`config.mk`:
```
export PLATFORM = sky130hd
export DESIGN_NAME = rf_interlock_permit_supervisor
export DESIGN_NICKNAME = d
export VERILOG_FILES = /design/src/rfsup_pkg.sv /design/src/rf_interlock_permit_supervisor.sv
export SDC_FILE = /design/constraint.sdc
export NUM_CORES = 1
export LEC_CHECK = 0
export BUFFER_PORTS_ARGS = -buffer_cell sky130_fd_sc_hd__buf_2
export CORE_MARGIN = 4
export CORE_UTILIZATION = 54
export DETAILED_ROUTE_END_ITERATION = 6
export PLACE_DENSITY = 0.76
export SLEW_MARGIN = 20
export SYNTH_ARGS = -nofsm -noshare
export SYNTH_HDL_FRONTEND = slang
export SYNTH_SLANG_ARGS = --single-unit
```
`constraint.sdc`:
```
create_clock -name clk_i -period 4.1 [get_ports clk_i]
set_clock_uncertainty 0.05 [all_clocks]
set_input_delay 0 -clock clk_i [delete_from_list [all_inputs] [get_ports clk_i]]
set_output_delay 0 -clock clk_i [all_outputs]
set_load 0.01 [all_outputs]
```
`src/rfsup_pkg.sv`:
```
// constants, register map and types for the rf interlock permit supervisor
package rfsup_pkg;
    // ****************************************
    // timing
    // ****************************************
    localparam int CLK_HZ         = 25_000_000;
    localparam int SAMPLE_MS      = 1;
    localparam int MS_CYCLES      = CLK_HZ / 1000 * SAMPLE_MS;
    localparam int HB_TIMEOUT_MS  = 100;
    localparam int REPORT_BASE_MS = 10;
    localparam int HIST_MAX_MS    = 10;
    localparam int NCAV           = 8;

    // ****************************************
    // limits
    // ****************************************
    localparam logic [6:0]  GAIN_MAX_DB = 7'h64;      // 100 dB, 1 dB per lsb
    localparam logic [14:0] GRAD_MAX    = 15'h61a8;   // 25.000 MV/m, 1 kV/m per lsb
    localparam logic [15:0] TUNER_WARN  = 16'hc350;   // 50000 steps
    localparam logic [3:0]  RATE_MIN    = 4'h1;
    localparam logic [3:0]  RATE_MAX    = 4'ha;
    localparam logic [3:0]  HIST_MAX    = 4'ha;

    // ****************************************
    // register byte offsets
    // ****************************************
    localparam logic [7:0] REG_CTRL   = 8'h00;
    localparam logic [7:0] REG_PERMIT = 8'h04;
    localparam logic [7:0] REG_BYPASS = 8'h08;
    localparam logic [7:0] REG_GAIN   = 8'h0c;
    localparam logic [7:0] REG_GRAD   = 8'h10;
    localparam logic [7:0] REG_REPORT = 8'h14;
    localparam logic [7:0] REG_HIST   = 8'h18;
    localparam logic [7:0] REG_FAULT  = 8'h1c;
    localparam logic [7:0] REG_STATUS = 8'h20;
    localparam logic [7:0] REG_HDATA  = 8'h24;
    localparam logic [7:0] REG_TUNER  = 8'h28;

    // ****************************************
    // field positions
    // ****************************************
    localparam int CTL_RF_ON      = 0;
    localparam int CTL_RF_OFF     = 1;
    localparam int CTL_AMP_LOOP   = 2;
    localparam int CTL_PHS_LOOP   = 3;
    localparam int CTL_TUNE_AUTO  = 4;
    localparam int CTL_MASK_TUNE  = 5;
    localparam int CTL_MASK_HICUR = 6;
    localparam int CTL_MASK_NODRV = 7;
    localparam int BYP_CRYO       = 8;
    localparam int BYP_ZONE       = 9;
    localparam int RPT_ON_CHANGE  = 4;
    localparam int HIST_SEL_LSB   = 4;
    localparam int HIST_UNFREEZE  = 8;
    localparam int FLT_HELIUM     = 0;
    localparam int FLT_FWD_HIGH   = 1;
    localparam int FLT_GRAD_LOW   = 2;
    localparam int FLT_ARC        = 3;
    localparam int FLT_HEAT       = 4;
    localparam int FLT_QUENCH     = 5;
    localparam int FLT_NO_DRIVE   = 6;
    localparam int FLT_HBEAT      = 7;

    // ****************************************
    // reset values
    // ****************************************
    localparam logic [7:0] CTRL_RST = 8'h00;
    localparam logic [3:0] RATE_RST = 4'h1;
    localparam logic [3:0] HIST_RST = 4'ha;

    typedef enum logic [1:0] {ST_IDLE, ST_RUN, ST_TRIP} run_state_t;
endpackage

```
`src/rf_interlock_permit_supervisor.sv`:
```
// rf interlock and permit supervisor with wishbone register slave
// Functional notes
// RULE_01: losing control network never stops running
// RULE_02: only interlock faults end normal operation
// RULE_03: heartbeat loss ends operation
// RULE_04: ending drops all permits and drive together
// RULE_05: rf on/off and cavity/cryo/zone bypass
// RULE_06: separate amplifier and supply permit commands
// RULE_07: loop gain 0 to 100 dB
// RULE_08: gradient set point 0 to 25.000 MV/m
// RULE_09: amplitude and phase loops open/closed
// RULE_10: automatic or manual tuning mode select
// RULE_11: rack cuts preamp power without permit
// RULE_12: eight supply permits, one per cavity
// RULE_13: drive only while helium permissive present
// RULE_14: report at 1-10 Hz or on change
// RULE_15: freeze history on fault or trigger
// RULE_16: history window 0 to 10 ms
// RULE_17: history sampled every 1 ms
// RULE_18: flag tuner count above 50000 steps
// RULE_19: helium loss while running trips; needed to start
// RULE_20: forward high, gradient low trip; tune maskable
// RULE_21: window heating trips; high-current maskable
// RULE_22: forward power without drive trips; maskable
// RULE_23: hot air gives warning only
// RULE_24: faults latch until software clears them
`timescale 1ns/10ps
module rf_interlock_permit_supervisor import rfsup_pkg::*; #(
    parameter int MS_CYC = MS_CYCLES
) (
    input  wire logic        clk_i,
    input  wire logic        rst_i,
    input  wire logic [7:0]  adr_i,
    input  wire logic [31:0] dat_i,
    input  wire logic [3:0]  sel_i,
    input  wire logic        we_i,
    input  wire logic        cyc_i,
    input  wire logic        stb_i,
    output logic      [31:0] dat_o,
    output logic             ack_o,
    input  wire logic        heartbeat_i,
    input  wire logic        helium_plant_ok_i,
    input  wire logic [7:0]  fwd_over_i,
    input  wire logic [7:0]  grad_under_i,
    input  wire logic [7:0]  window_arc_i,
    input  wire logic [7:0]  window_heat_i,
    input  wire logic [7:0]  quench_i,
    input  wire logic [7:0]  fwd_present_i,
    input  wire logic        air_hot_i,
    input  wire logic        user_trig_i,
    input  wire logic        tuner_step_i,
    output logic      [7:0]  amp_permit_o,
    output logic      [7:0]  cathode_hv_supply_permit_o,
    output logic      [7:0]  rf_drive_o,
    output logic      [6:0]  loop_gain_db_o,
    output logic      [14:0] grad_set_o,
    output logic             amp_loop_closed_o,
    output logic             phase_loop_closed_o,
    output logic             tune_auto_o,
    output logic             thermal_warn_o,
    output logic             tuner_warn_o,
    output logic             report_o,
    output logic             hist_frozen_o
);

    // ****************************************
    // declarations
    // ****************************************
    run_state_t  state_ff;
    logic        ack_ff, req, wr, rd, rf_on_cmd, rf_off_cmd;
    logic [31:0] bmask, wval, rdata;
    logic [7:0]  ctrl_ff, fast_shutdown_fault_ff, fault_set, clr_mask, flt_keep, act;
    logic [15:0] permit_ff, ms_cnt_ff, tuner_cnt_ff, hist_mem [16], hist_word;
    logic [9:0]  bypass_ff;
    logic [6:0]  gain_ff, per_cnt_ff;
    logic [14:0] grad_ff;
    logic [3:0]  rate_ff, hist_len_ff, hist_sel_ff, wptr_ff, rd_idx, base_cnt_ff;
    logic        chg_mode_ff, ms_tick, hb_prev_ff, hb_lost, trig_prev_ff, frozen_ff;
    logic [7:0]  hb_ms_ff;
    logic [7:0]  raw_fwd, raw_grad, raw_arc, raw_heat, raw_quench, raw_nodrv;
    logic        gate_perm, hv_on, tick10, freeze_set;
    logic [12:0] snap, last_snap_ff;

    // ****************************************
    // wishbone classic slave
    // ****************************************
    assign req   = cyc_i & stb_i & ~ack_ff;
    assign wr    = req & we_i;
    assign rd    = req & ~we_i;
    assign bmask = {{8{sel_i[3]}}, {8{sel_i[2]}}, {8{sel_i[1]}}, {8{sel_i[0]}}};
    assign ack_o = ack_ff;
    assign wval  = (rdata & ~bmask) | (dat_i & bmask);

    always_ff @(posedge clk_i) begin
        if (rst_i) ack_ff <= 1'b0;
        else       ack_ff <= req;
    end

    assign rf_on_cmd  = wr && adr_i == REG_CTRL && sel_i[0] && dat_i[CTL_RF_ON];   // [RULE_05]
    assign rf_off_cmd = wr && adr_i == REG_CTRL && sel_i[0] && dat_i[CTL_RF_OFF];  // [RULE_05]
    assign clr_mask   = (wr && adr_i == REG_FAULT && sel_i[0]) ? dat_i[7:0] : 8'h00;

    always_ff @(posedge clk_i) begin
        if (rst_i) begin
            ctrl_ff     <= CTRL_RST;
            permit_ff   <= 16'h0000;
            bypass_ff   <= 10'h000;
            gain_ff     <= 7'h00;
            grad_ff     <= 15'h0000;
            rate_ff     <= RATE_RST;
            chg_mode_ff <= 1'b0;
            hist_len_ff <= HIST_RST;
            hist_sel_ff <= 4'h0;
        end else if (wr) begin
            case (adr_i)
                REG_CTRL:   ctrl_ff <= wval[7:0] & 8'hfc;                                        // [RULE_09] [RULE_10]
                REG_PERMIT: permit_ff <= wval[15:0];                                             // [RULE_06]
                REG_BYPASS: bypass_ff <= wval[9:0];                                              // [RULE_05]
                REG_GAIN:   gain_ff <= (wval > {25'h0, GAIN_MAX_DB}) ? GAIN_MAX_DB : wval[6:0];   // [RULE_07]
                REG_GRAD:   grad_ff <= (wval > {17'h0, GRAD_MAX}) ? GRAD_MAX : wval[14:0];        // [RULE_08]
                REG_REPORT: if (sel_i[0]) begin
                    rate_ff <= (dat_i[3:0] < RATE_MIN) ? RATE_MIN :
                               (dat_i[3:0] > RATE_MAX) ? RATE_MAX : dat_i[3:0];          // [RULE_14]
                    chg_mode_ff <= dat_i[RPT_ON_CHANGE];
                end
                REG_HIST: if (sel_i[0]) begin
                    hist_len_ff <= (dat_i[3:0] > HIST_MAX) ? HIST_MAX : dat_i[3:0];      // [RULE_16]
                    hist_sel_ff <= dat_i[HIST_SEL_LSB +: 4];
                end
                default: ;
            endcase
        end
    end

    always_comb begin
        rdata = 32'h0;
        case (adr_i)
            REG_CTRL:   rdata = {24'h0, ctrl_ff};
            REG_PERMIT: rdata = {16'h0, permit_ff};
            REG_BYPASS: rdata = {22'h0, bypass_ff};
            REG_GAIN:   rdata = {25'h0, gain_ff};
            REG_GRAD:   rdata = {17'h0, grad_ff};
            REG_REPORT: rdata = {27'h0, chg_mode_ff, rate_ff};
            REG_HIST:   rdata = {23'h0, frozen_ff, hist_sel_ff, hist_len_ff};
            REG_FAULT:  rdata = {24'h0, fast_shutdown_fault_ff};
            REG_STATUS: rdata = {25'h0, frozen_ff, tuner_warn_o, thermal_warn_o, hb_lost,
                                 helium_plant_ok_i, state_ff};
            REG_HDATA:  rdata = (hist_sel_ff < hist_len_ff) ? {16'h0, hist_word} : 32'h0;
            REG_TUNER:  rdata = {16'h0, tuner_cnt_ff};
            default:    rdata = 32'h0;
        endcase
    end

    always_ff @(posedge clk_i) begin
        if (rst_i)   dat_o <= 32'h0;
        else if (rd) dat_o <= rdata;
    end

    // ****************************************
    // millisecond tick and heartbeat watchdog
    // ****************************************
    assign ms_tick = ms_cnt_ff == 16'(MS_CYC - 1);

    always_ff @(posedge clk_i) begin
        if (rst_i || ms_tick) ms_cnt_ff <= 16'h0000;
        else                  ms_cnt_ff <= ms_cnt_ff + 16'h0001;
    end

    assign hb_lost = hb_ms_ff >= 8'(HB_TIMEOUT_MS);

    always_ff @(posedge clk_i) begin
        if (rst_i) begin
            hb_prev_ff <= 1'b0;
            hb_ms_ff   <= 8'h00;
        end else begin
            hb_prev_ff <= heartbeat_i;
            if (heartbeat_i != hb_prev_ff)  hb_ms_ff <= 8'h00;
            else if (ms_tick && !hb_lost)   hb_ms_ff <= hb_ms_ff + 8'h01;   // [RULE_03]
        end
    end

    // ****************************************
    // per-cavity interlock evaluation
    // ****************************************
    assign act   = ~bypass_ff[7:0] & {8{~(bypass_ff[BYP_CRYO] | bypass_ff[BYP_ZONE])}};   // [RULE_05]
    assign hv_on = |cathode_hv_supply_permit_o;

    for (genvar i = 0; i < NCAV; i++) begin : g_cav
        assign raw_fwd[i]    = fwd_over_i[i] & act[i];
        assign raw_grad[i]   = grad_under_i[i] & act[i];
        assign raw_arc[i]    = window_arc_i[i] & act[i];
        assign raw_heat[i]   = window_heat_i[i] & act[i];
        assign raw_quench[i] = quench_i[i] & act[i];
        assign raw_nodrv[i]  = fwd_present_i[i] & hv_on & ~rf_drive_o[i] & act[i];   // [RULE_22]
    end

    always_comb begin
        fault_set               = 8'h00;
        fault_set[FLT_HELIUM]   = state_ff == ST_RUN && !helium_plant_ok_i;               // [RULE_19]
        fault_set[FLT_FWD_HIGH] = |raw_fwd && !ctrl_ff[CTL_MASK_TUNE];                    // [RULE_20]
        fault_set[FLT_GRAD_LOW] = |raw_grad && !ctrl_ff[CTL_MASK_TUNE];                   // [RULE_20]
        fault_set[FLT_ARC]      = |raw_arc;
        fault_set[FLT_HEAT]     = |raw_heat && !ctrl_ff[CTL_MASK_HICUR];                  // [RULE_21]
        fault_set[FLT_QUENCH]   = |raw_quench;
        fault_set[FLT_NO_DRIVE] = |raw_nodrv && !ctrl_ff[CTL_MASK_NODRV];                 // [RULE_22]
        fault_set[FLT_HBEAT]    = state_ff == ST_RUN && hb_lost;                          // [RULE_03]
    end

    assign flt_keep = fast_shutdown_fault_ff & ~clr_mask;

    always_ff @(posedge clk_i) begin
        if (rst_i) fast_shutdown_fault_ff <= 8'h00;
        else       fast_shutdown_fault_ff <= flt_keep | fault_set;   // [RULE_24]
    end

    // ****************************************
    // run state
    // ****************************************
    always_ff @(posedge clk_i) begin
        if (rst_i) begin
            state_ff <= ST_IDLE;
        end else begin
            case (state_ff)
                ST_IDLE: if (rf_on_cmd && helium_plant_ok_i && !hb_lost &&
                             fast_shutdown_fault_ff == 8'h00 && fault_set == 8'h00)
                    state_ff <= ST_RUN;                                    // [RULE_19]
                ST_RUN: begin
                    if (fast_shutdown_fault_ff != 8'h00) state_ff <= ST_TRIP;   // [RULE_02]
                    else if (rf_off_cmd)                 state_ff <= ST_IDLE;   // [RULE_05]
                end
                ST_TRIP: if (fast_shutdown_fault_ff == 8'h00) state_ff <= ST_IDLE;
                default: state_ff <= ST_IDLE;
            endcase
        end
    end

    // ****************************************
    // permits, drive and settings outputs
    // ****************************************
    // bus silence has no path into the gate below [RULE_01]
    assign gate_perm = state_ff != ST_TRIP && fast_shutdown_fault_ff == 8'h00 && !hb_lost;   // [RULE_04]

    always_ff @(posedge clk_i) begin
        if (rst_i) begin
            amp_permit_o               <= 8'h00;
            cathode_hv_supply_permit_o <= 8'h00;
            rf_drive_o                 <= 8'h00;
        end else begin
            amp_permit_o               <= permit_ff[7:0] & act & {8{gate_perm}};    // [RULE_06] [RULE_11]
            cathode_hv_supply_permit_o <= permit_ff[15:8] & act & {8{gate_perm}};   // [RULE_12]
            rf_drive_o <= act & {8{gate_perm && state_ff == ST_RUN && helium_plant_ok_i}};   // [RULE_13]
        end
    end

    always_ff @(posedge clk_i) begin
        if (rst_i) begin
            loop_gain_db_o      <= 7'h00;
            grad_set_o          <= 15'h0000;
            amp_loop_closed_o   <= 1'b0;
            phase_loop_closed_o <= 1'b0;
            tune_auto_o         <= 1'b0;
            thermal_warn_o      <= 1'b0;
        end else begin
            loop_gain_db_o      <= gain_ff;
            grad_set_o          <= grad_ff;
            amp_loop_closed_o   <= ctrl_ff[CTL_AMP_LOOP];    // [RULE_09]
            phase_loop_closed_o <= ctrl_ff[CTL_PHS_LOOP];    // [RULE_09]
            tune_auto_o         <= ctrl_ff[CTL_TUNE_AUTO];   // [RULE_10]
            thermal_warn_o      <= air_hot_i;                // [RULE_23]
        end
    end

    // ****************************************
    // fault history capture
    // ****************************************
    assign freeze_set = (fault_set & ~fast_shutdown_fault_ff) != 8'h00 || (user_trig_i && !trig_prev_ff);
    assign rd_idx     = wptr_ff - 4'h1 - hist_sel_ff;
    assign hist_word  = hist_mem[rd_idx];
    assign hist_frozen_o = frozen_ff;

    always_ff @(posedge clk_i) begin
        if (rst_i) begin
            trig_prev_ff <= 1'b0;
            frozen_ff    <= 1'b0;
        end else begin
            trig_prev_ff <= user_trig_i;
            if (freeze_set) frozen_ff <= 1'b1;   // [RULE_15]
            else if (wr && adr_i == REG_HIST && sel_i[1] && dat_i[HIST_UNFREEZE]) frozen_ff <= 1'b0;
        end
    end

    always_ff @(posedge clk_i) begin
        if (rst_i)                      wptr_ff <= 4'h0;
        else if (ms_tick && !frozen_ff) wptr_ff <= wptr_ff + 4'h1;   // [RULE_17]
    end

    always_ff @(posedge clk_i) begin
        if (ms_tick && !frozen_ff) hist_mem[wptr_ff] <= {fast_shutdown_fault_ff, rf_drive_o};   // [RULE_17]
    end

    // ****************************************
    // tuner step counter
    // ****************************************
    always_ff @(posedge clk_i) begin
        if (rst_i || (wr && adr_i == REG_TUNER))     tuner_cnt_ff <= 16'h0000;
        else if (tuner_step_i && tuner_cnt_ff != 16'hffff) tuner_cnt_ff <= tuner_cnt_ff + 16'h0001;
    end

    always_ff @(posedge clk_i) begin
        if (rst_i) tuner_warn_o <= 1'b0;
        else       tuner_warn_o <= tuner_cnt_ff > TUNER_WARN;   // [RULE_18]
    end

    // ****************************************
    // reporting to cryogenic systems
    // ****************************************
    function automatic logic [6:0] rate_period(input logic [3:0] r);
        case (r)
            4'h1:    rate_period = 7'h64;
            4'h2:    rate_period = 7'h32;
            4'h3:    rate_period = 7'h22;
            4'h4:    rate_period = 7'h19;
            4'h5:    rate_period = 7'h14;
            4'h6:    rate_period = 7'h11;
            4'h7:    rate_period = 7'h0f;
            4'h8:    rate_period = 7'h0d;
            4'h9:    rate_period = 7'h0c;
            default: rate_period = 7'h0a;
        endcase
    endfunction

    assign tick10 = ms_tick && base_cnt_ff == 4'(REPORT_BASE_MS - 1);
    assign snap   = {state_ff, fast_shutdown_fault_ff, tuner_warn_o, thermal_warn_o, frozen_ff};

    always_ff @(posedge clk_i) begin
        if (rst_i || tick10) base_cnt_ff <= 4'h0;
        else if (ms_tick)    base_cnt_ff <= base_cnt_ff + 4'h1;
    end

    always_ff @(posedge clk_i) begin
        if (rst_i) begin
            per_cnt_ff   <= 7'h00;
            report_o     <= 1'b0;
            last_snap_ff <= 13'h0000;
        end else begin
            report_o <= 1'b0;
            if (chg_mode_ff) begin
                per_cnt_ff <= 7'h00;
                if (snap != last_snap_ff) begin
                    report_o     <= 1'b1;   // [RULE_14]
                    last_snap_ff <= snap;
                end
            end else if (tick10) begin
                if (per_cnt_ff >= rate_period(rate_ff) - 7'h01) begin
                    per_cnt_ff <= 7'h00;
                    report_o   <= 1'b1;     // [RULE_14]
                end else begin
                    per_cnt_ff <= per_cnt_ff + 7'h01;
                end
            end
        end
    end
endmodule

```
=== Word-level counts from Yosys, hierarchy flattened ===
Memories as Yosys holds them, arrays and structs flattened. A register that Yosys moved wholly into a read port is not among the register bits.
Index checks and enable logic that the tools add are counted.

* Bits in registers: 233
* Bits in writable memories: 256
* Memory bits (read-only): 112
* Input bits: 102
* Output and inout bits: 86
* Logic and storage cells: 261
* Memories: 2

* $add $sub $neg: 9
* $lt $le $gt $ge: 8
* Equality and inequality tests: 21
* Muxes and demuxes: 26
* Bitwise operators: 96
* Reductions and logical operators: 65

{| class="wikitable"
|+ Memory list
! memory !! depth !! bits a word !! rd ports !! clocked after Yosys merged registers in !! write ports !! RTL line !! text
|-
| hist_mem || 16 || 16 || 1 || 0 || 1 || rf_interlock_permit_supervisor.sv:73 || <nowiki>logic [15:0] permit_ff, ms_cnt_ff, tuner_cnt_ff, hist_mem [16], hist_word;</nowiki>
|-
| (name not given) || 16 || 7 || 1 || 1 || 0 || rf_interlock_permit_supervisor.sv:318 || <nowiki>case (r)</nowiki>
|}

{| class="wikitable"
|+ Operators by type and width
! cell !! count
|-
| 16-bit one-hot mux with 11 select lines || 1
|-
| 1-bit bitwise AND || 68
|-
| 32-bit bitwise AND || 2
|-
| 8-bit bitwise AND || 8
|-
| 8-bit OR reduction || 7
|-
| 7-bit 2-to-1 mux || 5
|-
| 16-bit by 1-bit adder with 16-bit output, second input constant || 2
|-
| 8-bit by 5-bit == test with 1-bit output, second input constant || 4
|-
| 32-bit by 15-bit > comparator with 1-bit output, second input constant || 1
|-
| 32-bit by 7-bit > comparator with 1-bit output, second input constant || 1
|-
| 32-bit NOT || 1
|-
| 32-bit bitwise OR || 1
|-
| 1-bit logical AND || 29
|-
| 8-bit by 6-bit == test with 1-bit output, second input constant || 3
|-
| 8-bit logical NOT || 3
|-
| 8-bit NOT || 3
|-
| 16-bit by 15-bit == test with 1-bit output, second input constant || 1
|-
| 8-bit by 4-bit == test with 1-bit output, second input constant || 2
|-
| 16-bit > comparator, second input constant || 1
|-
| 16-bit 2-to-1 mux || 1
|-
| 4-bit 2-to-1 mux || 4
|-
| 16-bit != test, second input constant || 1
|-
| 8-bit nonzero test || 2
|-
| 15-bit 2-to-1 mux || 1
|-
| other kinds (33) || 73
|}

=== Logic depth before layout (Yosys ltp) ===
Gate-level depths: netlist (run 1).

* Word-level depth: 12
* Mapped depth: 15
* Gate-level depth less buffers: 13

=== Worst setup path after synthesis (run 1) ===
OpenSTA, ideal clock, no wires.

* Kind: reg-to-reg
* Start: reg wptr_ff[0]
* End: reg gain_ff[4]
* Library setup time: 0.087 ns
* Arrival: 3.878 ns
* Required time: 3.963 ns
* Slack: 0.085 ns
* Stages on the path, launching flop included: 14
* Path buffers: 3
* Period minus slack after synthesis: 4.015 ns
* Path through: dfxtp_1 -> ha_1 -> inv_1 -> fa_1 -> buf_2 -> buf_1 -> clkbuf_1 -> mux4_2 -> mux4_2 -> a221oi_1 -> a31oi_1 -> o211ai_1 -> nand2_1 -> o31ai_1

* Cells in the longest elaborated chain, start to end: 9

{| class="wikitable"
|+ Ends and longest elaborated chain
! element !! RTL line !! text
|-
| start, declared || rf_interlock_permit_supervisor.sv:77 || <nowiki>logic [3:0] rate_ff, hist_len_ff, hist_sel_ff, wptr_ff, rd_idx, base_cnt_ff;</nowiki>
|-
| start signal, assigned || rf_interlock_permit_supervisor.sv:294 || <nowiki>else if (ms_tick && !frozen_ff) wptr_ff <= wptr_ff + 4'h1;</nowiki>
|-
| 4-bit by 1-bit subtractor with 4-bit output * || rf_interlock_permit_supervisor.sv:277 || <nowiki>assign rd_idx = wptr_ff - 4'h1 - hist_sel_ff;</nowiki>
|-
| 4-bit subtractor * || rf_interlock_permit_supervisor.sv:277 ||
|-
| memory 16 x 16 bit * || -- ||
|-
| 16-bit 2-to-1 mux * || rf_interlock_permit_supervisor.sv:148 || <nowiki>REG_HDATA: rdata = (hist_sel_ff < hist_len_ff) ? {16'h0, hist_word} : 32'h0;</nowiki>
|-
| 16-bit one-hot mux with 11 select lines * || rf_interlock_permit_supervisor.sv:137 || <nowiki>case (adr_i)</nowiki>
|-
| 32-bit bitwise AND * || rf_interlock_permit_supervisor.sv:92 || <nowiki>assign wval = (rdata & ~bmask) | (dat_i & bmask);</nowiki>
|-
| 32-bit bitwise OR * || rf_interlock_permit_supervisor.sv:92 ||
|-
| 32-bit by 7-bit > comparator with 1-bit output || rf_interlock_permit_supervisor.sv:119 || <nowiki>REG_GAIN: gain_ff <= (wval > {25'h0, GAIN_MAX_DB}) ? GAIN_MAX_DB : wval[6:0];</nowiki>
|-
| 7-bit 2-to-1 mux * || rf_interlock_permit_supervisor.sv:119 ||
|-
| end signal, assigned || rf_interlock_permit_supervisor.sv:119 ||
|-
| end, declared || rf_interlock_permit_supervisor.sv:75 || <nowiki>logic [6:0] gain_ff, per_cnt_ff;</nowiki>
|}

Every way passes the cells marked *; elsewhere a longest branch is shown, timed or not.
A chain may end at the register's enable or synchronous reset.

=== Final worst setup path (run 1) ===
* Start: reg hist_sel_ff[0]
* End: reg grad_ff[12]

* Cells in the longest elaborated chain, start to end: 8
* Elaborated cells on any way between the ends: 9
* Those cells by class: add/sub (1); order compare (2); mux (3); bitwise (2); memory (1)

{| class="wikitable"
|+ Ends and longest elaborated chain
! element !! RTL line !! text
|-
| start, declared || rf_interlock_permit_supervisor.sv:77 ||
|-
| start signal, assigned || rf_interlock_permit_supervisor.sv:128 || <nowiki>hist_sel_ff <= dat_i[HIST_SEL_LSB +: 4];</nowiki>
|-
| 4-bit subtractor || rf_interlock_permit_supervisor.sv:277 ||
|-
| memory 16 x 16 bit || -- ||
|-
| 16-bit 2-to-1 mux || rf_interlock_permit_supervisor.sv:148 ||
|-
| 16-bit one-hot mux with 11 select lines * || rf_interlock_permit_supervisor.sv:137 ||
|-
| 32-bit bitwise AND * || rf_interlock_permit_supervisor.sv:92 ||
|-
| 32-bit bitwise OR * || rf_interlock_permit_supervisor.sv:92 ||
|-
| 32-bit by 15-bit > comparator with 1-bit output || rf_interlock_permit_supervisor.sv:120 || <nowiki>REG_GRAD: grad_ff <= (wval > {17'h0, GRAD_MAX}) ? GRAD_MAX : wval[14:0];</nowiki>
|-
| 15-bit 2-to-1 mux * || rf_interlock_permit_supervisor.sv:120 ||
|-
| end signal, assigned || rf_interlock_permit_supervisor.sv:120 ||
|-
| end, declared || rf_interlock_permit_supervisor.sv:76 || <nowiki>logic [14:0] grad_ff;</nowiki>
|}

Marked as above.

==> flow_metrics.tcl, run 1 <==
set metrics [dict create \
    status "finished clean" \
    grt_pass1_wl_mm 90.6 \
    cap_violations 0 \
    grt_max_degree 61 \
    leakage_uw 0.00965 \
    h-tree-depth 2 \
    cp_top_family "adder cells" \
    cts-root-buf "clkbuf_16" \
    dr.pass1.iters 6 \
    overflow 0 \
    period_minus_slack_ns 3.99 \
    core_sq_um 37800 \
    antenna_found_initial 0 \
    crit_chain "inv_1 > ha_2 > inv_1 > fa_4 > buf_12 > buf_12 > mux4_2 > mux2i_1 > nor3_1 > nor3_2 > buf_4 > buf_4 > a2111oi_2 > a311oi_4 > buf_4 > and3_1 > a21o_1" \
    final_cell_area_sq_um 24700 \
    critPathLaunchType "flip-flop" \
    arrival_ns 4.41 \
    hpwl_mm 41.9 \
    globalplace.congestion 1.00 \
    antenna_left 0 \
    setup_viol 0 \
    hold_path_class "input port to flip-flop" \
    cp_slowest_cell "fa_4" \
    p_seq_share_pct 51.3 \
    numCtsBuffers 49 \
    fin_crit_sh_pct 97.3 \
    hold_viol 0 \
    final.setup.tns_ns 0 \
    worstMarginPinSlew_ns 1.18 \
    placed_area_sq_um 22600 \
    rows 71 \
    nFillCells 2713 \
    synth_cell_types 85 \
    clock_latency_ns 0.59 \
    final_cell_mix "256 x edfxtp_1, 224 x dfxtp_1, 211 x nor2_1" \
    dieArea_sq_um 41600 \
    required_ns 4.52 \
    num-nets-final 2131 \
    critPathMaxFanout 19 \
    netlist_area_sq_um 20700 \
    critPathMaxStageDelay_ns 0.79 \
    synth_cells 1726 \
    cts_max_path_buffers 3 \
    grt_pass1_vias 15300 \
    sw_frac_of_total_pct 21.0 \
    first_iter_violations 1622 \
    dr_total_vias 15500 \
    grtUsageTotal_pct 28.6 \
    viasPerCell 6.06 \
    comb_power_share_pct 3.5 \
    wl_per_cell_um 23.5 \
    slew_violations 0 \
    syn_avg_cell_area_sq_um 12.0 \
    drc 0 \
    cp-end-kind "flip-flop" \
    cts_tree "built" \
    cp_common_cell "buf_4" \
    ios 188 \
    path_clk_slew_ns 0.06 \
    power_density_nw_per_um2 400 \
    power_uw 9890 \
    syn2layout_area_growth_pct 19.4 \
    yosys_warnings 0 \
    seq_area_frac_synth_pct 58.7 \
    ir_worst_vdd_uv 257 \
    whs_ns 0.0245 \
    drive_gt1_share_pct 22.5 \
    switching_power_uw 2080 \
    chipHeight_um 204 \
    path_class "flip-flop to flip-flop" \
    synth-seq-cells 480 \
    die_x_um 204 \
    clkSinkCount 480 \
    clock.fmax_mhz 251 \
    path_buf_inv 7 \
    n_antenna_cell 0 \
    final_common_cell "edfxtp_1" \
    async_flop_share_pct 0 \
    slew_headroom_pct 20.4 \
    synth_edf_count 256 \
    portBuffers 171 \
    drt_wl_total_mm 60.0 \
    ys.flop_type "edfxtp_1" \
    initial_core_util_pct 54.9 \
    power.internal_uw 7810 \
    pwr-share-clk_pct 45.2 \
]
==> synthesized netlist by cell type (all sizes together) (19+ instances only) <==
cell / count / area share (%)
nor2: 211 / 3.8
nor4: 19 / 0.63
xnor2: 26 / 1.1
nand2: 122 / 2.2
mux2i: 63 / 3.0
ha: 29 / 1.8
o22ai: 23 / 0.69
xor2: 37 / 1.6
clkbuf: 60 / 1.1
nor3b: 23 / 0.83
a21oi: 72 / 1.8
dfxtp: 224 / 22
nand3: 36 / 0.87
nor2b: 31 / 0.94
nor3: 51 / 1.3
buf: 39 / 1.1
inv: 80 / 1.4
mux4: 70 / 7.7
edfxtp: 256 / 37
o21ai: 30 / 0.76
==> worst register-to-register path: cells and delay by family (launching register included) <==
kind,cells,cell delay (ns)
flip-flops,1,0.31
AO/OA/AOI/OAI,3,0.78
buffers and inverters,7,0.95
AND/OR/NAND/NOR,3,0.56
multiplexers,2,0.26
adder cells (fa/ha/maj),2,0.96
==> power by group through the flow <==
stage / sequential [uW] / clock, uW / combinational [uW]
2_1_floorplan: 5170 / 0 / 174
3_3_place_gp: 5170 / 0 / 299
3_5_place_dp: 5170 / 0 / 305
4_1_cts: 5070 / 4520 / 335
5_1_grt: 5070 / 4730 / 368
6_report: 5070 / 4470 / 344
==> path summary, 6_finish.rpt <==
path / from / end / slack [ns] / cells past startpoint
max: hist_sel_ff[0]$_SDFFE_PP0P_ / grad_ff[12]$_SDFFE_PP0P_ / 0.11 / 17
min: adr_i[0] / grad_ff[8]$_SDFFE_PP0P_ / 0.02 / 5
max reg2reg: hist_sel_ff[0]$_SDFFE_PP0P_ / grad_ff[12]$_SDFFE_PP0P_ / 0.11 / 17
min reg2reg: ms_cnt_ff[0]$_SDFF_PP0_ / ms_cnt_ff[0]$_SDFF_PP0_ / 0.40 / 1
==> layout make-up <==
type	count	area, sq um	area share [%]
clock buffers	67	1430	5.77
clock inverters	24	208	0.839
inverters	82	308	1.24
multi-input cells	1080	7960	32.2
flip-flops and latches	480	12200	49.2
well taps	511	639	2.58
repair buffers	306	2020	8.18
==> flip-flops by register name (all words and copies together), names as in the netlist, 7 cells and up, named ones only <==
signal / flops
hist_mem: 256
dat_o: 16
ms_cnt_ff: 16
permit_ff: 16
tuner_cnt_ff: 16
grad_ff: 15
grad_set_o: 15
last_snap_ff: 13
bypass_ff: 10
amp_permit_o: 8
cathode_hv_supply_permit_o: 8
fast_shutdown_fault_ff: 8
hb_ms_ff: 8
rf_drive_o: 8
gain_ff: 7
loop_gain_db_o: 7
per_cnt_ff: 7
==> cell families (layout without fill, tap and decap cells) <==
| logic type | after synthesis | after routing | synth area share [%] |
|---|---|---|---|
| AOI/OAI and AO/OA | 240 | 240 | 7.84 |
| xor gates and xnor gates | 63 | 63 | 2.70 |
| adders and majority gates | 30 | 30 | 1.85 |
| buffers and inverters | 181 | 479 | 3.72 |
| DFF | 480 | 480 | 58.7 |
| muxes | 146 | 146 | 11.4 |
| other | 1 | 16 | 0.0181 |
| and+or+nand+nor | 585 | 585 | 13.7 |
==> repair_timing <==
action                     4_1_cts  5_1_grt
hold endpoints to repair       117        0
pin swaps                        1        3
resized for setup                1       14
gates cloned                     0        0
setup endpoints to repair        6       16
hold buffers                    41        0
setup buffers                    3        2
==> metrics by stage <==
| stage | utilization (%) | std cells | setup slack (ns) |
|---|---|---|---|
| 2_1_floorplan | - | 1741 | 0.0848 |
| 3_3_place_gp | 59.8 | 2413 | 0.0583 |
| 3_5_place_dp | 59.8 | 2413 | 0.00776 |
| 4_1_cts | 65.3 | 2548 | 0.00729 |
| 5_1_grt | 65.5 | 2550 | -0.0996 |
| 6_report | 65.5 | 2550 | 0.109 |
==> layer usage <==
metal	part of all wire (%)	vias to the layer above	track usage (%)
met3	11	184	5.81
met1	38	7450	39.1
met4	4.6	0	11.9
met2	46	978	45.0
li1	-	6843	-
met5	0	-	0
No activity file was read; power rests on OpenSTA's default activity.
==> inputs of run 2 (changes only) <==
- RECOVER_POWER: unset -> 25
- SETUP_SLACK_MARGIN: unset -> 0.02
==> flow_metrics.tcl, run 2 (synthesis results as in run 1) <==
set metrics [dict create \
    first_iter_violations 1648 \
    clock.fmax_mhz 251 \
    clock_latency_ns 0.59 \
    power_density_nw_per_um2 401 \
    setup_viol 0 \
    n_antenna_cell 0 \
    status "complete, but fails checks" \
    top_register "hist_mem" \
    cts-root-buf "clkbuf_16" \
    hold_depth 5 \
    final_cell_mix "256 x edfxtp_1, 224 x dfxtp_1, 211 x nor2_1" \
    drc 0 \
    grt_pass1_wl_mm 90.6 \
    rsz0062_at_grt "yes" \
    hold_path_class "input port to flip-flop" \
    dp_slack_ns 0.00776 \
    viasPerCell 6.09 \
    dieArea_sq_um 41600 \
    hpwl_mm 41.9 \
    violations "capacitance limit, slew limit" \
    h-tree-depth 2 \
    final.setup.tns_ns 0 \
    initial_core_util_pct 54.9 \
    globalplace.congestion 1.00 \
    cts_tree "built" \
    hold_viol 0 \
    overflow 0 \
    slew_violations 61 \
    ir_worst_vdd_uv 260 \
    drt_wl_total_mm 60.3 \
    dr.pass1.iters 6 \
    final_cell_area_sq_um 24700 \
    num-nets-final 2131 \
    wl_per_cell_um 23.6 \
    ios 188 \
    worstRegToRegCells 13 \
    portBuffers 171 \
    chipHeight_um 204 \
    numCtsBuffers 49 \
    fin_crit_sh_pct 97.2 \
    antenna_left 0 \
    nFillCells 2747 \
    placed_area_sq_um 22600 \
    final_common_cell "edfxtp_1" \
    power_uw 9890 \
    path_class "flip-flop to flip-flop" \
    syn2layout_area_growth_pct 19.2 \
    die_x_um 204 \
    critPathMaxFanout 19 \
    rows 71 \
    critPathLaunchType "flip-flop" \
    required_ns 4.54 \
    drive_gt1_share_pct 19.8 \
    largest_reg_flops 256 \
    core_sq_um 37800 \
    slew_headroom_pct -80.7 \
    clkSinkCount 480 \
    cap_violations 1 \
    cts_max_path_buffers 3 \
    worstMarginPinSlew_ns 2.71 \
    grtUsageTotal_pct 28.6 \
    grt_max_degree 61 \
    antenna_found_initial 0 \
    cp-end-kind "flip-flop" \
    layout_setup_ws_ns 0.117 \
    arrival_ns 4.42 \
    dr_total_vias 15500 \
    whs_ns 0.0317 \
    period_minus_slack_ns 3.98 \
    path_clk_slew_ns 0.06 \
    grt_pass1_vias 15300 \
    leakage_uw 0.00940 \
]
## run 2: changes by cell type in the layout (fill, tap and decap cells not counted), sizes merged
cell    delta
clkbuf    +59
buf       -59
## run 2: cell type report
| class | count | area (sq um) | share of cell area [%] |
|---|---|---|---|
| sequential | 480 | 12200 | 49.3 |
| inverter | 82 | 308 | 1.25 |
| tap | 511 | 639 | 2.59 |
| multi-input combinational | 1080 | 8000 | 32.4 |
| clock inverter | 24 | 208 | 0.841 |
| timing repair buffer | 306 | 1940 | 7.87 |
| clock buffer | 67 | 1430 | 5.79 |
## run 2: final timing paths
| kind | slack, ns | start | end |
|---|---|---|---|
| worst max-delay path | 0.12 | hist_sel_ff[0]$_SDFFE_PP0P_ | gain_ff[3]$_SDFFE_PP0P_ |
| worst min-delay path | 0.03 | adr_i[0] | grad_ff[8]$_SDFFE_PP0P_ |
| worst max register to register | 0.12 | hist_sel_ff[0]$_SDFFE_PP0P_ | gain_ff[3]$_SDFFE_PP0P_ |
| worst min register to register | 0.40 | ms_cnt_ff[0]$_SDFF_PP0_ | ms_cnt_ff[0]$_SDFF_PP0_ |
## run 2: worst max-delay path, cell delays in order (launching register included)
cell and delay, ns:
dfxtp_1 0.31, inv_1 0.06, ha_2 0.17, inv_1 0.05
fa_4 0.80, buf_12 0.18, buf_12 0.18, mux4_2 0.33
mux4_2 0.54, a221oi_1 0.38, a31oi_1 0.13, o211ai_1 0.26
nand2_1 0.16, o31ai_1 0.26
## run 2: where the power goes
group | switching (uW) | internal (uW) | leakage [uW]
Sequential | 30.9 | 5040 | 0.00445
Clock | 1850 | 2630 | 0.000797
Combinational | 206 | 138 | 0.00416
## run 2: per-stage QoR
step,cells,util [%]
after detailed placement,2413,59.8
after global placement,2413,59.8
after global routing,2550,65.4
final,2550,65.4
after floorplan,1741,-
after CTS,2548,65.3
## run 2: timing repair
action / 4_1_cts / 5_1_grt
gates resized for setup: 1 / 19
hold buffers: 41 / 0
pin swaps: 1 / 3
endpoints found under the hold margin: 117 / 0
setup buffers: 3 / 2
cloned: 0 / 0
endpoints found under the setup margin: 7 / 18
## run 2: routing by layer
metal	up-vias	part of all wire (%)	GRT usage [%]
met3	179	11	5.81
met4	0	4.5	11.9
met5	-	0	0
met2	983	46	45.0
met1	7524	39	39.1
li1	6839	-	-
==> inputs of run 3 (changes only) <==
- HOLD_SLACK_MARGIN: unset -> 0.05
==> flow_metrics.tcl, run 3 (synthesis results as in run 1) <==
set metrics [dict create \
    chipHeight_um 204 \
    dr.pass1.iters 7 \
    hold_path_class "input port to flip-flop" \
    period_minus_slack_ns 3.97 \
    fin_cells 2557 \
    n_antenna_cell 0 \
    grt_max_degree 61 \
    critPathMaxFanout 19 \
    critPathLaunchType "flip-flop" \
    hold_viol 0 \
    final_common_cell "edfxtp_1" \
    cap_violations 1 \
    status "complete, but fails checks" \
    nFillCells 2739 \
    slew_violations 61 \
    fin_crit_sh_pct 96.8 \
    setup_viol 0 \
    holdCritStartpoint "adr_i[6]" \
    ir_worst_vdd_uv 259 \
    h-tree-depth 2 \
    path_class "flip-flop to flip-flop" \
    layout_setup_ws_ns 0.132 \
    clock.fmax_mhz 252 \
    dieArea_sq_um 41600 \
    rr_startpoint "hist_sel_ff[0]$_SDFFE_PP0P_" \
    clkSinkCount 480 \
    overflow 0 \
    portBuffers 171 \
    cp-end-kind "flip-flop" \
    cts_max_path_buffers 3 \
    grtUsageTotal_pct 28.6 \
    drt_wl_total_mm 60.4 \
    dp_slack_ns 0.00776 \
    cts_tree "built" \
    rsz0062_at_grt "yes" \
    dr_wl_met3_mm 6.74 \
    antenna_left 0 \
    drc 2 \
    power_uw 9900 \
    dr_total_vias 15500 \
    grt_pass1_wl_mm 90.8 \
    globalplace.congestion 1.00 \
    wl_per_cell_um 23.6 \
    arrival_ns 4.40 \
    path_clk_slew_ns 0.06 \
    numCtsBuffers 49 \
    final_cell_mix "256 x edfxtp_1, 224 x dfxtp_1, 211 x nor2_1" \
    worstMarginPinSlew_ns 2.66 \
    ios 188 \
    core_sq_um 37800 \
    leakage_uw 0.00944 \
    required_ns 4.54 \
    hpwl_mm 41.9 \
    drive_gt1_share_pct 19.7 \
    placedCellCount 2413 \
    wl_met1_mm 23.2 \
    die_x_um 204 \
    top_layer_used "met4" \
    grt_pass1_vias 15300 \
    top_register "hist_mem" \
    viasPerCell 6.07 \
    largest_reg_flops 256 \
    dr_wl_met2_mm 27.6 \
    violations "DRC, capacitance limit, slew limit" \
    clock_latency_ns 0.58 \
    initial_core_util_pct 54.9 \
    slew_headroom_pct -77.5 \
    num-nets-final 2138 \
    cp-startpoint "hist_sel_ff[0]$_SDFFE_PP0P_" \
    antenna_found_initial 0 \
    cts-root-buf "clkbuf_16" \
    syn2layout_area_growth_pct 19.5 \
    power_density_nw_per_um2 400 \
    first_iter_violations 1699 \
    rows 71 \
]
## run 3: changes by cell type in the layout (fill, tap and decap cells not counted)
cell,change
dlygate4sd3_1,+7
o41ai_1,-1
o41ai_2,+1
## run 3: where the power goes
| part | internal, uW | switching, uW | total (uW) |
|---|---|---|---|
| logic | 141 | 207 | 348 |
| registers | 5040 | 31.1 | 5070 |
| clock network | 2630 | 1850 | 4480 |
| total | 7810 | 2090 | 9900 |
## run 3: final cells by class
type,instances,area (sq um),share of cell area (%)
clock inverters,24,208,0.838
inverters,82,308,1.24
flip-flops and latches,480,12200,49.1
clock buffers,67,1430,5.77
multi-input cells,1080,8000,32.3
repair buffers,313,2010,8.13
well taps,511,639,2.58
## run 3: metal layers
layer / track usage [%] / up-vias
met2: 45.1 / 989
li1: - / 6860
met1: 39.0 / 7488
met3: 5.97 / 191
met5: 0 / -
met4: 12.1 / 0
## run 3: metrics by stage
step / area [sq um] / hold slack [ns] / utilization [%] / setup TNS [ns]
floorplan: 20800 / 0.0578 / - / 0
global placement: 22600 / 0.161 / 59.8 / 0
detailed placement: 22600 / 0.168 / 59.8 / 0
CTS: 24700 / 0.0505 / 65.5 / 0
global route: 24800 / 0.131 / 65.6 / -0.0581
finish: 24800 / 0.0878 / 65.6 / 0
## run 3: worst max-delay path, stage by stage (launching register included)
cell and delay, ns:
dfxtp_1 0.31, inv_1 0.05, ha_2 0.17, inv_1 0.05
fa_4 0.79, buf_12 0.18, buf_12 0.19, mux4_2 0.32
mux4_2 0.54, a221oi_1 0.38, a31oi_1 0.13, o211ai_1 0.26
nand2_1 0.16, o31ai_1 0.27
## run 3: worst paths after layout
| kind | cells after the start | slack (ns) | end |
|---|---|---|---|
| max reg2reg | 13 | 0.13 | gain_ff[3]$_SDFFE_PP0P_ |
| min | 5 | 0.09 | gain_ff[1]$_SDFFE_PP0P_ |
| max | 13 | 0.13 | gain_ff[3]$_SDFFE_PP0P_ |
| min reg2reg | 1 | 0.40 | ms_cnt_ff[0]$_SDFF_PP0_ |
## run 3: timing repair
item / 4_1_cts / 5_1_grt
setup buffers: 3 / 2
resized for setup: 1 / 20
endpoints found under the setup margin: 7 / 19
endpoints found under the hold margin: 132 / 0
pin swaps: 1 / 3
hold buffers: 48 / 0
